### src/csr_pkg.sv
/*
 * csr_pkg: constants and carrier types for the core special register space.
 * Assumes a 12-bit data address space with 8-bit data, single-cycle accesses.
 */
package csr_pkg;

  // ===========================================================
  // address map
  localparam logic [11:0] CSR_REGION_LO      = 12'hF38;
  localparam logic [11:0] CSR_REGION_HI      = 12'hFFF;
  localparam logic [7:0]  CSR_ACCESS_SPLIT   = 8'h60;
  localparam logic [3:0]  CSR_ACCESS_BANK    = 4'hF;
  localparam logic [11:0] CSR_BANK_PTR_ADDR  = 12'hFE0;
  localparam logic [11:0] CSR_P1_LOW_ADDR    = 12'hFE1;
  localparam logic [11:0] CSR_P1_HIGH_ADDR   = 12'hFE2;
  localparam logic [11:0] CSR_P1_PLUSW_ADDR  = 12'hFE3;
  localparam logic [11:0] CSR_P1_PREINC_ADDR = 12'hFE4;
  localparam logic [11:0] CSR_P1_POSTDEC_ADDR = 12'hFE5;
  localparam logic [11:0] CSR_P1_POSTINC_ADDR = 12'hFE6;
  localparam logic [11:0] CSR_P1_INDIR_ADDR  = 12'hFE7;
  localparam logic [11:0] CSR_WACC_ADDR      = 12'hFE8;
  localparam logic [11:0] CSR_P0_LOW_ADDR    = 12'hFE9;
  localparam logic [11:0] CSR_P0_HIGH_ADDR   = 12'hFEA;
  localparam logic [11:0] CSR_P0_PLUSW_ADDR  = 12'hFEB;
  localparam logic [11:0] CSR_P0_PREINC_ADDR = 12'hFEC;
  localparam logic [11:0] CSR_P0_POSTDEC_ADDR = 12'hFED;
  localparam logic [11:0] CSR_P0_POSTINC_ADDR = 12'hFEE;
  localparam logic [11:0] CSR_P0_INDIR_ADDR  = 12'hFEF;
  localparam logic [11:0] CSR_INTCTL_ADDR    = 12'hFF2;
  localparam logic [11:0] CSR_PRODUCT_LOW_ADDR     = 12'hFF3;
  localparam logic [11:0] CSR_PRODUCT_HIGH_ADDR     = 12'hFF4;
  localparam logic [11:0] CSR_TLAT_ADDR      = 12'hFF5;
  localparam logic [11:0] CSR_TPL_ADDR       = 12'hFF6;
  localparam logic [11:0] CSR_TPH_ADDR       = 12'hFF7;
  localparam logic [11:0] CSR_TPU_ADDR       = 12'hFF8;
  localparam logic [11:0] CSR_PCL_ADDR       = 12'hFF9;
  localparam logic [11:0] CSR_PROGRAM_COUNTER_HIGH_LATCH_ADDR    = 12'hFFA;
  localparam logic [11:0] CSR_PROGRAM_COUNTER_UPPER_LATCH_ADDR    = 12'hFFB;
  localparam logic [11:0] CSR_STKIDX_ADDR    = 12'hFFC;
  localparam logic [11:0] CSR_TOP_OF_STACK_LOW_ADDR      = 12'hFFD;
  localparam logic [11:0] CSR_TOP_OF_STACK_HIGH_ADDR      = 12'hFFE;
  localparam logic [11:0] CSR_TOP_OF_STACK_UPPER_ADDR      = 12'hFFF;

  // ===========================================================
  // field masks and reset values
  localparam logic [7:0] CSR_BANK_PTR_MASK = 8'h0F;
  localparam logic [7:0] CSR_PTR_HIGH_MASK = 8'h0F;
  localparam logic [7:0] CSR_INTCTL_MASK   = 8'hEF;
  localparam logic [7:0] CSR_STKIDX_MASK   = 8'h1F;
  localparam logic [7:0] CSR_U5_MASK       = 8'h1F;
  localparam logic [7:0] CSR_U6_MASK       = 8'h3F;
  localparam logic [7:0] CSR_ZERO_RESET    = 8'h00;
  localparam int         CSR_GIE_BIT       = 7;
  localparam int         CSR_PEIE_BIT      = 6;
  localparam int         CSR_PRIORITY_SCHEME_ENABLE_BIT      = 5;

  // ===========================================================
  // pointer window kinds
  typedef enum logic [2:0] {
    CSR_WIN_NONE    = 3'b000,
    CSR_WIN_INDIR   = 3'b001,
    CSR_WIN_POSTINC = 3'b010,
    CSR_WIN_POSTDEC = 3'b011,
    CSR_WIN_PREINC  = 3'b100,
    CSR_WIN_PLUSW   = 3'b101
  } csr_win_type;

  // core data access request
  typedef struct packed {
    logic       rd;
    logic       wr;
    logic       access_sel;
    logic       full_addr;
    logic [11:0] addr;
    logic [7:0] wdata;
  } csr_req_type;

  // redirected memory access
  typedef struct packed {
    logic        rd;
    logic        wr;
    logic [11:0] addr;
    logic [7:0]  wdata;
  } csr_mem_type;

  // interrupt control fields
  typedef struct packed {
    logic global_high_irq_enable;
    logic peripheral_low_irq_enable;
    logic priority_scheme_enable;
    logic [2:0] ext_irq_edge_select;
  } csr_irq_type;

endpackage : csr_pkg

### src/csr_core_regs.sv
/*
 * csr_core_regs: decode and storage of the core special registers at the top
 * of data memory, with the pointer indirect windows.
 * Assumes the core issues at most one access per cycle, rd and wr exclusive,
 * and that the data memory answers a redirected read in the same cycle.
 */
// Notes on behaviour
// - the special register region spans 0xF38 to 0xFFF, the top of bank 15.
// - unassigned locations in the region are unimplemented and read as zero.
// - special registers are static flops read and written like data memory.
// - indirect windows own no storage and redirect to the pointer's location, plus the signed working value for the plus-w window.
// - the plain window uses the pointer and leaves it unchanged.
// - the post-increment window uses the pointer, then adds one to it.
// - the post-decrement window uses the pointer, then subtracts one from it.
// - the pre-increment window adds one first and uses the new value.
// - interrupt control holds enables in bits 7..5, bit 4 empty, edges low.
// - the bank pointer keeps only bits 3..0; the top four read zero.
// - with access selector zero, offsets 0x60 and up map onto bank 15.
`timescale 1ns/100ps

module csr_core_regs
  import csr_pkg::*;
(
  input  wire logic        ref_clk,
  input  wire logic        rst_b,
  input  wire csr_req_type req,
  input  wire logic [7:0]  mem_rdata,
  output logic [7:0]       rdata,
  output csr_mem_type      mem,
  output csr_irq_type      irq_ctl,
  output logic [3:0]       bank_pointer
);

  // ===========================================================
  // helpers
  function automatic logic [11:0] csr_ptr_next(input logic [11:0] p, input csr_win_type k);
    logic [11:0] n;
    n = p;
    if (k == CSR_WIN_POSTINC || k == CSR_WIN_PREINC) begin
      n = p + 12'h001;
    end else if (k == CSR_WIN_POSTDEC) begin
      n = p - 12'h001;
    end
    return n;
  endfunction : csr_ptr_next

  function automatic logic [11:0] csr_ptr_addr(input logic [11:0] p, input csr_win_type k,
                                               input logic [7:0] w);
    logic [11:0] a;
    a = p;
    if (k == CSR_WIN_PREINC) begin
      a = p + 12'h001;
    end else if (k == CSR_WIN_PLUSW) begin
      a = p + {{4{w[7]}}, w};
    end
    return a;
  endfunction : csr_ptr_addr

  // ===========================================================
  // storage
  logic [7:0]  bank_q;
  logic [11:0] ptr0_q;
  logic [11:0] ptr1_q;
  logic [7:0]  wacc_q;
  logic [7:0]  intctl_q;
  logic [7:0]  product_low_q;
  logic [7:0]  product_high_q;
  logic [7:0]  tlat_q;
  logic [7:0]  tpl_q;
  logic [7:0]  tph_q;
  logic [7:0]  tpu_q;
  logic [7:0]  pcl_q;
  logic [7:0]  program_counter_high_latch_q;
  logic [7:0]  program_counter_upper_latch_q;
  logic [7:0]  stkidx_q;
  logic [7:0]  top_of_stack_low_q;
  logic [7:0]  top_of_stack_high_q;
  logic [7:0]  top_of_stack_upper_q;

  // ===========================================================
  // effective address
  logic [11:0] eff_addr;
  logic        acc;
  always_comb begin
    acc = req.rd | req.wr;
    if (req.full_addr) begin
      eff_addr = req.addr;
    end else if (!req.access_sel && req.addr[7:0] >= CSR_ACCESS_SPLIT) begin
      eff_addr = {CSR_ACCESS_BANK, req.addr[7:0]};
    end else if (!req.access_sel) begin
      eff_addr = {4'h0, req.addr[7:0]};
    end else begin
      eff_addr = {bank_q[3:0], req.addr[7:0]};
    end
  end

  // ===========================================================
  // window decode, one group at a time
  csr_win_type win0;
  csr_win_type win1;
  always_comb begin
    win0 = CSR_WIN_NONE;
    win1 = CSR_WIN_NONE;
    if (eff_addr == CSR_P0_INDIR_ADDR) begin
      win0 = CSR_WIN_INDIR;
    end else if (eff_addr == CSR_P0_POSTINC_ADDR) begin
      win0 = CSR_WIN_POSTINC;
    end else if (eff_addr == CSR_P0_POSTDEC_ADDR) begin
      win0 = CSR_WIN_POSTDEC;
    end else if (eff_addr == CSR_P0_PREINC_ADDR) begin
      win0 = CSR_WIN_PREINC;
    end else if (eff_addr == CSR_P0_PLUSW_ADDR) begin
      win0 = CSR_WIN_PLUSW;
    end else if (eff_addr == CSR_P1_INDIR_ADDR) begin
      win1 = CSR_WIN_INDIR;
    end else if (eff_addr == CSR_P1_POSTINC_ADDR) begin
      win1 = CSR_WIN_POSTINC;
    end else if (eff_addr == CSR_P1_POSTDEC_ADDR) begin
      win1 = CSR_WIN_POSTDEC;
    end else if (eff_addr == CSR_P1_PREINC_ADDR) begin
      win1 = CSR_WIN_PREINC;
    end else if (eff_addr == CSR_P1_PLUSW_ADDR) begin
      win1 = CSR_WIN_PLUSW;
    end
  end

  // redirected address; a window aimed back at a window is not chased further
  logic        redir;
  logic [11:0] redir_addr;
  always_comb begin
    redir      = acc && (win0 != CSR_WIN_NONE || win1 != CSR_WIN_NONE);
    redir_addr = (win0 != CSR_WIN_NONE) ? csr_ptr_addr(ptr0_q, win0, wacc_q)
                                        : csr_ptr_addr(ptr1_q, win1, wacc_q);
  end

  logic wr_reg;
  assign wr_reg = req.wr && !redir;

  // ===========================================================
  // pointers: a direct byte write wins over a window update on the same group
  always_ff @(posedge ref_clk or negedge rst_b) begin
    if (!rst_b) begin
      ptr0_q <= 12'h000;
    end else if (wr_reg && eff_addr == CSR_P0_LOW_ADDR) begin
      ptr0_q <= {ptr0_q[11:8], req.wdata};
    end else if (wr_reg && eff_addr == CSR_P0_HIGH_ADDR) begin
      ptr0_q <= {req.wdata[3:0], ptr0_q[7:0]};
    end else if (acc && win0 != CSR_WIN_NONE) begin
      ptr0_q <= csr_ptr_next(ptr0_q, win0);
    end
  end

  always_ff @(posedge ref_clk or negedge rst_b) begin
    if (!rst_b) begin
      ptr1_q <= 12'h000;
    end else if (wr_reg && eff_addr == CSR_P1_LOW_ADDR) begin
      ptr1_q <= {ptr1_q[11:8], req.wdata};
    end else if (wr_reg && eff_addr == CSR_P1_HIGH_ADDR) begin
      ptr1_q <= {req.wdata[3:0], ptr1_q[7:0]};
    end else if (acc && win1 != CSR_WIN_NONE) begin
      ptr1_q <= csr_ptr_next(ptr1_q, win1);
    end
  end

  // ===========================================================
  // plain byte registers; undocumented resets are taken as zero
  always_ff @(posedge ref_clk or negedge rst_b) begin
    if (!rst_b) begin
      bank_q   <= CSR_ZERO_RESET;
      wacc_q   <= CSR_ZERO_RESET;
      intctl_q <= CSR_ZERO_RESET;
      product_low_q  <= CSR_ZERO_RESET;
      product_high_q  <= CSR_ZERO_RESET;
      tlat_q   <= CSR_ZERO_RESET;
      tpl_q    <= CSR_ZERO_RESET;
      tph_q    <= CSR_ZERO_RESET;
      tpu_q    <= CSR_ZERO_RESET;
      pcl_q    <= CSR_ZERO_RESET;
      program_counter_high_latch_q <= CSR_ZERO_RESET;
      program_counter_upper_latch_q <= CSR_ZERO_RESET;
      stkidx_q <= CSR_ZERO_RESET;
      top_of_stack_low_q   <= CSR_ZERO_RESET;
      top_of_stack_high_q   <= CSR_ZERO_RESET;
      top_of_stack_upper_q   <= CSR_ZERO_RESET;
    end else if (wr_reg) begin
      if (eff_addr == CSR_BANK_PTR_ADDR) begin
        bank_q <= req.wdata & CSR_BANK_PTR_MASK;
      end else if (eff_addr == CSR_WACC_ADDR) begin
        wacc_q <= req.wdata;
      end else if (eff_addr == CSR_INTCTL_ADDR) begin
        intctl_q <= req.wdata & CSR_INTCTL_MASK;
      end else if (eff_addr == CSR_PRODUCT_LOW_ADDR) begin
        product_low_q <= req.wdata;
      end else if (eff_addr == CSR_PRODUCT_HIGH_ADDR) begin
        product_high_q <= req.wdata;
      end else if (eff_addr == CSR_TLAT_ADDR) begin
        tlat_q <= req.wdata;
      end else if (eff_addr == CSR_TPL_ADDR) begin
        tpl_q <= req.wdata;
      end else if (eff_addr == CSR_TPH_ADDR) begin
        tph_q <= req.wdata;
      end else if (eff_addr == CSR_TPU_ADDR) begin
        tpu_q <= req.wdata & CSR_U6_MASK;
      end else if (eff_addr == CSR_PCL_ADDR) begin
        pcl_q <= req.wdata;
      end else if (eff_addr == CSR_PROGRAM_COUNTER_HIGH_LATCH_ADDR) begin
        program_counter_high_latch_q <= req.wdata;
      end else if (eff_addr == CSR_PROGRAM_COUNTER_UPPER_LATCH_ADDR) begin
        program_counter_upper_latch_q <= req.wdata & CSR_U5_MASK;
      end else if (eff_addr == CSR_STKIDX_ADDR) begin
        stkidx_q <= req.wdata & CSR_STKIDX_MASK;
      end else if (eff_addr == CSR_TOP_OF_STACK_LOW_ADDR) begin
        top_of_stack_low_q <= req.wdata;
      end else if (eff_addr == CSR_TOP_OF_STACK_HIGH_ADDR) begin
        top_of_stack_high_q <= req.wdata;
      end else if (eff_addr == CSR_TOP_OF_STACK_UPPER_ADDR) begin
        top_of_stack_upper_q <= req.wdata & CSR_U5_MASK;
      end
    end
  end

  // ===========================================================
  // read mux; anything unmapped in the region, and outside it, reads zero
  logic [7:0] rd_mux;
  always_comb begin
    rd_mux = 8'h00;
    if (redir) begin
      rd_mux = mem_rdata;
    end else if (eff_addr >= CSR_REGION_LO) begin
      if (eff_addr == CSR_BANK_PTR_ADDR) begin
        rd_mux = bank_q;
      end else if (eff_addr == CSR_P0_LOW_ADDR) begin
        rd_mux = ptr0_q[7:0];
      end else if (eff_addr == CSR_P0_HIGH_ADDR) begin
        rd_mux = {4'h0, ptr0_q[11:8]};
      end else if (eff_addr == CSR_P1_LOW_ADDR) begin
        rd_mux = ptr1_q[7:0];
      end else if (eff_addr == CSR_P1_HIGH_ADDR) begin
        rd_mux = {4'h0, ptr1_q[11:8]};
      end else if (eff_addr == CSR_WACC_ADDR) begin
        rd_mux = wacc_q;
      end else if (eff_addr == CSR_INTCTL_ADDR) begin
        rd_mux = intctl_q;
      end else if (eff_addr == CSR_PRODUCT_LOW_ADDR) begin
        rd_mux = product_low_q;
      end else if (eff_addr == CSR_PRODUCT_HIGH_ADDR) begin
        rd_mux = product_high_q;
      end else if (eff_addr == CSR_TLAT_ADDR) begin
        rd_mux = tlat_q;
      end else if (eff_addr == CSR_TPL_ADDR) begin
        rd_mux = tpl_q;
      end else if (eff_addr == CSR_TPH_ADDR) begin
        rd_mux = tph_q;
      end else if (eff_addr == CSR_TPU_ADDR) begin
        rd_mux = tpu_q;
      end else if (eff_addr == CSR_PCL_ADDR) begin
        rd_mux = pcl_q;
      end else if (eff_addr == CSR_PROGRAM_COUNTER_HIGH_LATCH_ADDR) begin
        rd_mux = program_counter_high_latch_q;
      end else if (eff_addr == CSR_PROGRAM_COUNTER_UPPER_LATCH_ADDR) begin
        rd_mux = program_counter_upper_latch_q;
      end else if (eff_addr == CSR_STKIDX_ADDR) begin
        rd_mux = stkidx_q;
      end else if (eff_addr == CSR_TOP_OF_STACK_LOW_ADDR) begin
        rd_mux = top_of_stack_low_q;
      end else if (eff_addr == CSR_TOP_OF_STACK_HIGH_ADDR) begin
        rd_mux = top_of_stack_high_q;
      end else if (eff_addr == CSR_TOP_OF_STACK_UPPER_ADDR) begin
        rd_mux = top_of_stack_upper_q;
      end
    end
  end

  // ===========================================================
  // registered outputs: read data and redirect strobes appear one edge later
  always_ff @(posedge ref_clk or negedge rst_b) begin
    if (!rst_b) begin
      rdata <= 8'h00;
      mem   <= '0;
    end else begin
      rdata     <= req.rd ? rd_mux : 8'h00;
      mem.rd    <= redir & req.rd;
      mem.wr    <= redir & req.wr;
      mem.addr  <= redir ? redir_addr : 12'h000;
      mem.wdata <= redir ? req.wdata : 8'h00;
    end
  end

  // control fields fanned out to the interrupt logic and bank decode
  always_ff @(posedge ref_clk or negedge rst_b) begin
    if (!rst_b) begin
      irq_ctl      <= '0;
      bank_pointer <= 4'h0;
    end else begin
      irq_ctl.global_high_irq_enable    <= intctl_q[CSR_GIE_BIT];
      irq_ctl.peripheral_low_irq_enable <= intctl_q[CSR_PEIE_BIT];
      irq_ctl.priority_scheme_enable    <= intctl_q[CSR_PRIORITY_SCHEME_ENABLE_BIT];
      irq_ctl.ext_irq_edge_select       <= intctl_q[2:0];
      bank_pointer                      <= bank_q[3:0];
    end
  end

  // ===========================================================
  // checks
  AST_POSTINC_STEP: assert property (@(posedge ref_clk) disable iff (!rst_b)
    (req.rd && eff_addr == CSR_P0_POSTINC_ADDR) |=> (ptr0_q == $past(ptr0_q) + 12'h001 && mem.addr == $past(ptr0_q)))
    else $error("post-increment window misbehaved");
  AST_POSTDEC_STEP: assert property (@(posedge ref_clk) disable iff (!rst_b)
    (req.rd && eff_addr == CSR_P1_POSTDEC_ADDR) |=> (ptr1_q == $past(ptr1_q) - 12'h001 && mem.addr == $past(ptr1_q)))
    else $error("post-decrement window misbehaved");
  AST_PREINC_ADDR: assert property (@(posedge ref_clk) disable iff (!rst_b)
    (req.wr && eff_addr == CSR_P0_PREINC_ADDR) |=> (mem.wr && mem.addr == ptr0_q))
    else $error("pre-increment address is not the new pointer");
  AST_INDIR_HOLD: assert property (@(posedge ref_clk) disable iff (!rst_b)
    (req.rd && eff_addr == CSR_P1_INDIR_ADDR) |=> ($stable(ptr1_q) && mem.rd && mem.addr == ptr1_q))
    else $error("plain window moved its pointer");
  AST_UNMAPPED_ZERO: assert property (@(posedge ref_clk) disable iff (!rst_b)
    (req.rd && (eff_addr == 12'hFF1 || eff_addr == 12'hF40)) |=> (rdata == 8'h00))
    else $error("unmapped location read nonzero");
  AST_BANK_MASK: assert property (@(posedge ref_clk) disable iff (!rst_b)
    (req.wr && eff_addr == CSR_BANK_PTR_ADDR) |=>
      (bank_q[3:0] == $past(req.wdata[3:0]) && bank_q[7:4] == 4'h0))
    else $error("bank pointer write or upper bits wrong");
  AST_ACCESS_MAP: assert property (@(posedge ref_clk) disable iff (!rst_b)
    (!req.full_addr && !req.access_sel && req.addr[7:0] >= 8'h60) |-> eff_addr[11:8] == 4'hF)
    else $error("access bank did not map to the top bank");
  AST_INTCTL_BIT4: assert property (@(posedge ref_clk) disable iff (!rst_b)
    (req.wr && eff_addr == CSR_INTCTL_ADDR) |=> ##1
      (irq_ctl.priority_scheme_enable == $past(req.wdata[5], 2) &&
       irq_ctl.global_high_irq_enable == $past(req.wdata[7], 2) && intctl_q[4] == 1'b0))
    else $error("interrupt control field wrong");
  AST_TOP_OF_STACK_LOW_WRITE: assert property (@(posedge ref_clk) disable iff (!rst_b)
    (req.wr && eff_addr == CSR_TOP_OF_STACK_LOW_ADDR) |=> (top_of_stack_low_q == $past(req.wdata) && $stable(top_of_stack_high_q)))
    else $error("top of stack low byte not independent");
  AST_PLUSW_ADDR: assert property (@(posedge ref_clk) disable iff (!rst_b)
    (req.rd && eff_addr == CSR_P0_PLUSW_ADDR) |=>
      (mem.addr == $past(ptr0_q + {{4{wacc_q[7]}}, wacc_q}) && $stable(ptr0_q)))
    else $error("plus-w window address or pointer wrong");
  AST_INDIR_WRITE: assert property (@(posedge ref_clk) disable iff (!rst_b)
    (req.wr && eff_addr == CSR_P1_INDIR_ADDR) |=>
      (mem.wr && mem.addr == $past(ptr1_q) && mem.wdata == $past(req.wdata)))
    else $error("window write not passed on to memory");

endmodule : csr_core_regs

### config.mk
export PLATFORM = sky130hd
export DESIGN_NAME = csr_core_regs
export DESIGN_NICKNAME = d
export VERILOG_FILES = /design/src/csr_pkg.sv /design/src/csr_core_regs.sv
export SDC_FILE = /design/constraint.sdc
export NUM_CORES = 1
export LEC_CHECK = 0
export ABC_CLOCK_PERIOD_IN_PS = 7700
export BUFFER_PORTS_ARGS = -buffer_cell sky130_fd_sc_hd__buf_4
export CAP_MARGIN = 20
export CELL_PAD_IN_SITES_DETAIL_PLACEMENT = 1
export CELL_PAD_IN_SITES_GLOBAL_PLACEMENT = 1
export CORE_MARGIN = 2
export CORE_UTILIZATION = 53
export CTS_BUF_LIST = sky130_fd_sc_hd__clkbuf_4
export CTS_CLUSTER_SIZE = 10
export DETAILED_ROUTE_END_ITERATION = 16
export PLACE_DENSITY_LB_ADDON = 0.05
export SYNTH_ARGS = -nofsm -noshare
export SYNTH_HDL_FRONTEND = slang
export SYNTH_SLANG_ARGS = --single-unit
export TNS_END_PERCENT = 30
### constraint.sdc
create_clock -name ref_clk -period 7.7 [get_ports ref_clk]
set_clock_uncertainty 0.1 [all_clocks]
set_input_delay 2.31 -clock ref_clk [delete_from_list [all_inputs] [get_ports ref_clk]]
set_output_delay 2.31 -clock ref_clk [all_outputs]
set_load 0.02 [all_outputs]
# Word level (Yosys, flattened, before mapping)
# Index checks and enable logic that the tools add are counted.
# op_classes
addsub	6
order_cmp	2
eq_ne	40
mux	58
bitwise_logic	20
reduce_logical	44
# op_table
operator	count
$eq 12x12->1 const B	30
$mux 12	17
$mux 8	25
$mux 3	15
$add 12x1->12 const B	2
$add 12x12->12	2
$sub 12x1->12 const B	2
$reduce_bool 3->1	6
$not 1->1	17
$reduce_and 17->1	1
$reduce_and 16->1	1
$reduce_and 15->1	1
$reduce_and 3->1	5
$reduce_and 14->1	1
$reduce_and 13->1	1
$eq 3x2->1 const B	4
$eq 3x3->1 const B	4
$ge 12x12->1 const B	1
$reduce_and 12->1	1
$reduce_and 11->1	1
$reduce_and 10->1	1
$logic_and 1x1->1	9
$reduce_and 9->1	1
$ge 8x7->1 const B	1
13 further kinds	21
# word_totals
reg_bits	176
in_bits	34
word_cells	200

# Depth between registers and ports, before layout
# logic_depth
word_depth	28
mapped_depth	11
mapped_depth_nobuf	10

# Worst setup path after synthesis
# No wires, ideal clock.
# synth_path
kind	input port to flip-flop
startpoint	input req[9] (netlist bit)
endpoint	register wacc_q[0]
setup_time_ns	0.125
t_arrival_ns	4.145
required_time_ns	7.475
setup_slack_ns	3.330
stages	8
cell_sequence	clkbuf_2 -> buf_2 -> buf_2 -> nor2_1 -> nand2_1 -> nor2_1 -> nand3_1 -> mux2_2
# synth_via
elab_chain_len	21
# synth_lines
item	line_no	text
start: declaration	csr_core_regs.sv:26	input wire csr_req_type req,
$ge 8x7->1	csr_core_regs.sv:88	end else if (!req.access_sel && req.addr[7:0] >= CSR_ACCESS_SPLIT) begin
$logic_and 1x1->1	csr_core_regs.sv:88	
$mux 12	csr_core_regs.sv:88	
$mux 12 (*)	csr_core_regs.sv:86	if (req.full_addr) begin
$eq 12x12->1	csr_core_regs.sv:122	end else if (eff_addr == CSR_P1_PLUSW_ADDR) begin
$mux 3	csr_core_regs.sv:122	
$mux 3	csr_core_regs.sv:120	end else if (eff_addr == CSR_P1_PREINC_ADDR) begin
$mux 3	csr_core_regs.sv:118	end else if (eff_addr == CSR_P1_POSTDEC_ADDR) begin
[5 not listed]	n/a	
$mux 3	csr_core_regs.sv:106	end else if (eff_addr == CSR_P0_POSTINC_ADDR) begin
$mux 3	csr_core_regs.sv:104	if (eff_addr == CSR_P0_INDIR_ADDR) begin
$reduce_bool 3->1	csr_core_regs.sv:131	redir = acc && (win0 != CSR_WIN_NONE || win1 != CSR_WIN_NONE);
$logic_or 1x1->1	csr_core_regs.sv:131	
$logic_and 1x1->1	csr_core_regs.sv:131	
$logic_not 1->1	csr_core_regs.sv:137	assign wr_reg = req.wr && !redir;
$logic_and 1x1->1	csr_core_regs.sv:137	
$reduce_and 3->1 (no line) (*)	n/a	
end signal: assignment	csr_core_regs.sv:189	wacc_q <= req.wdata;
end: declaration	csr_core_regs.sv:64	logic [7:0] wacc_q;
# Every way passes the cells marked *; elsewhere a longest branch is shown, timed or not.
# A chain may end at the register's enable or synchronous reset.

# Final worst setup path
# layout_path
startpoint	input req[8] (netlist bit)
endpoint	register product_high_q[1]
# layout_via
elab_chain_len	21
# layout_lines
item	line_no	text
$ge 8x7->1	csr_core_regs.sv:88	
$logic_and 1x1->1	csr_core_regs.sv:88	
$mux 12	csr_core_regs.sv:88	
$mux 12 (*)	csr_core_regs.sv:86	
$eq 12x12->1	csr_core_regs.sv:122	
$mux 3	csr_core_regs.sv:122	
$mux 3	csr_core_regs.sv:120	
$mux 3	csr_core_regs.sv:118	
[5 not listed]	n/a	
$mux 3	csr_core_regs.sv:106	
$mux 3	csr_core_regs.sv:104	
$reduce_bool 3->1	csr_core_regs.sv:131	
$logic_or 1x1->1	csr_core_regs.sv:131	
$logic_and 1x1->1	csr_core_regs.sv:131	
$logic_not 1->1	csr_core_regs.sv:137	
$logic_and 1x1->1	csr_core_regs.sv:137	
$reduce_and 6->1 (no line) (*)	n/a	
end signal: assignment	csr_core_regs.sv:195	product_high_q <= req.wdata;
end: declaration	csr_core_regs.sv:67	logic [7:0] product_high_q;
# Marked as above.

==> flow_metrics.py <==
metrics = {
    "global_routing": {
        "grt_first_pass_wirelength_um": 56640,
        "grt_pass1_vias": 9634,
        "antenna_found_initial": 2,
        "grt_max_degree": 102,
        "grtUsageTotal_pct": 35.07,
        "gr-total-overflow": 0,
    },
    "clocking": {
        "cts_num_sinks": 176,
        "post_cts_resized": 0,
        "cts_buffer_depth": 2,
        "cts-root-buf": "clkbuf_4",
        "cts_hold_buf": 0,
        "path_clk_slew_ns": 0.17,
        "cts_setup_buffers": 0,
        "cts_tree": "yes",
        "insertion_delay_ns": 0.60,
        "htreeDepth": 4,
        "numCtsBuffers": 17,
    },
    "sta": {
        "clock.fmax_mhz": 185.8,
        "rsz0062_at_grt": "false",
        "slew_viol_final": 0,
        "finalCritPeriodShare_pct": 69.90,
        "period_needed_ns": 5.383,
        "hold_viol": 0,
        "finalSetupTns_ns": 0,
        "setup_violations": 0,
        "slew_headroom_pct": 24.51,
        "worst_slew_pin_slew_ns": 1.124,
    },
    "critical_path": {
        "ff2ff_path_depth": 8,
        "crit_path_end_kind": "flip-flop",
        "crit_required_ns": 8.11,
        "r2r_end": "mem[14]",
        "rr_startpoint": "bank_q[3]",
        "arrival_ns": 5.80,
        "setup.worst_path.class": "in2reg",
        "setup.worst_path.start": "req[8]",
        "startpoint_type": "input pin",
        "crit_end": "product_high_q[1]",
        "reg2reg_slack_ns": 4.07,
        "crit_fanout": 47,
    },
    "final_layout": {
        "syn2layout_area_growth_pct": 9.080,
        "reg.largest.list": "mem: 22 flops, ptr0_q: 12 flops, ptr1_q: 12 flops",
        "stdcell_area_sq_mm": 0.01150,
        "register_area_sq_mm": 0.004404,
        "multiInputGateArea_sq_mm": 0.005764,
        "nets": 1179,
        "largest_register_ffs": 22,
        "nFillCells": 2189,
        "drive_gt1_share_pct": 22.30,
        "top_register": "mem",
    },
    "drt": {
        "wl_per_cell_um": 26.31,
        "viasPerCell": 6.676,
        "first_pass_iters": 6,
        "vias": 9320,
        "finalWirelength_um": 36720,
        "ant_nets": 0,
        "drc": 0,
        "drtIter0Drc": 1035,
    },
    "job": {
        "drv_cap": 0,
    },
    "floorplan": {
        "rows": 51,
        "ios": 74,
        "fp.dieArea_sq_mm": 0.02103,
        "start_util_pct": 54.16,
        "die_y_um": 145.0,
        "die_x_um": 145.0,
        "core-area_sq_mm": 0.01946,
    },
    "pwr": {
        "power.density_mw_per_mm2": 148.2,
        "ir_drop_mv": 0.1501,
        "leakagePower_nw": 5.286,
    },
    "yosys": {
        "synth_cells": 1090,
        "async_flop_share_pct": 100.0,
        "synth-seq-area-share_pct": 41.78,
        "synth_nets": 1152,
        "synth_cell_types": 78,
        "synth_edf_count": 0,
        "yosysWarnings": 0,
        "yosys_register_bits": 176,
        "synth-main-ff-cell": "dfrtp_1",
        "synth_area_sq_mm": 0.01054,
        "synthesis.area_per_instance_sq_um": 9.671,
    },
    "placed_design": {
        "portBuffers": 73,
        "place_congestion": 0.9717,
        "hpwl_um": 26220,
        "place_area_sq_mm": 0.01119,
    },
    "worst_hold_path": {
        "min_path_type": "reg2reg",
    },
    "status": {
        "outcome": "completed",
    },
}
==> where the power goes <==
group / switching (mW) / total (mW) / internal [mW]
combinational: 0.124 / 0.182 / 0.0579
sequential: 0.0253 / 0.965 / 0.939
clock: 0.400 / 0.557 / 0.157
total: 0.549 / 1.70 / 1.15
==> worst max-delay path, stage by stage <==
cell and delay [ns]:
buf_4 0.52, a21oi_1 0.29, nor2_1 0.63, o211ai_1 0.54
nand2_1 0.51, nor3_1 0.17, nand2_1 0.40, mux2_2 0.40
==> worst min-delay path by stage <==
stage	slack, ns	depth (start not counted)	to	start
after floorplan	0.27	0	irq_ctl[2]	intctl_q[2]
after global placement	0.32	0	irq_ctl[2]	intctl_q[2]
after detailed placement	0.33	0	irq_ctl[1]	intctl_q[1]
after CTS	0.37	0	irq_ctl[1]	intctl_q[1]
after global routing	0.37	0	irq_ctl[4]	intctl_q[6]
final	0.36	0	irq_ctl[1]	intctl_q[1]
==> cells in the final DEF, fill, tap and decap left out, drive strengths merged, types with 4 or more instances in the layout <==
master   instances
a31oi            7
xor2            17
buf             82
o22ai            8
mux2i           14
nor2            93
a32oi            7
nand4            4
or3             12
nor2b            4
a211oi           8
dfrtp          176
a2111oi          6
o211ai          11
a211o            5
a221oi           8
clkinv           7
nand2           90
and3            31
nor4             6
o221ai           7
nor3            27
a21o             5
mux2           119
a22oi           16
inv             26
nand2b          10
xnor2           15
clkbuf          17
a22o             6
ha              26
mux4             4
o21ai           84
o41ai            5
nand3           43
a21oi           73
==> cell usage after synthesis, types with 4 or more instances <==
library cell,count,area share [%]
and3_1,31,1.8
mux2_2,119,13
o41ai_1,5,0.42
buf_2,10,0.47
or3_1,12,0.71
xor2_1,17,1.4
mux2i_1,14,1.3
a22o_1,6,0.50
o21ai_0,80,3.8
nor2b_1,4,0.24
nand2_1,90,3.2
clkbuf_1,56,2.0
inv_1,18,0.64
xnor2_1,15,1.2
o221ai_1,7,0.58
a211o_1,5,0.42
nor4_1,4,0.24
ha_1,26,3.1
nand3_1,42,2.0
nand2b_1,10,0.59
a22oi_1,16,1.1
a21o_1,5,0.36
a221oi_1,7,0.58
o22ai_1,8,0.47
a31oi_1,7,0.42
nor2_1,93,3.3
a32oi_1,7,0.58
o211ai_1,11,0.78
dfrtp_1,176,42
a21oi_1,71,3.4
nor3_1,26,1.2
mux4_2,4,0.85
a211oi_1,8,0.57
==> final cells by class <==
cell class | count | area share (%)
multi-input combinational | 822 | 50.13
sequential | 176 | 38.30
timing repair buffer | 82 | 5.386
tap | 265 | 2.884
clock inverter | 15 | 1.578
clock buffer | 17 | 1.110
inverter | 18 | 0.5876
antenna | 1 | 0.02176
==> logic make-up (layout without fill, tap and decap cells) <==
family / after synthesis / in the layout / share of synthesized area, %
mux: 137 / 137 / 14.90
buf+inv: 92 / 132 / 3.537
compound gates: 290 / 290 / 18.39
simple gates: 335 / 335 / 15.28
other cells: 0 / 1 / 0
flops: 176 / 176 / 41.78
xor+xnor: 32 / 32 / 2.659
fa+ha+maj: 28 / 28 / 3.466
==> through the flow <==
step / cells / total power, mW / utilization (%) / hold slack [ns] / setup slack (ns)
after detailed placement: 1363 / 1.159 / 57.48 / 0.3310 / 1.834
after floorplan: 1090 / 1.072 / - / 0.2689 / 3.330
after global routing: 1396 / 1.759 / 59.08 / 0.3743 / 2.110
final: 1396 / 1.704 / 59.08 / 0.3602 / 2.317
after global placement: 1363 / 1.152 / 57.48 / 0.3235 / 2.018
after CTS: 1395 / 1.708 / 59.07 / 0.3689 / 2.476
==> metal layers <==
layer	track usage, %	vias to the layer above	part of all wire [%]
li1	-	4099	-
met1	44.20	4695	41
met2	57.98	413	47
met3	6.415	113	6.8
met4	17.87	0	5.6
met5	0	-	0
No activity file was read; power rests on OpenSTA's default activity.
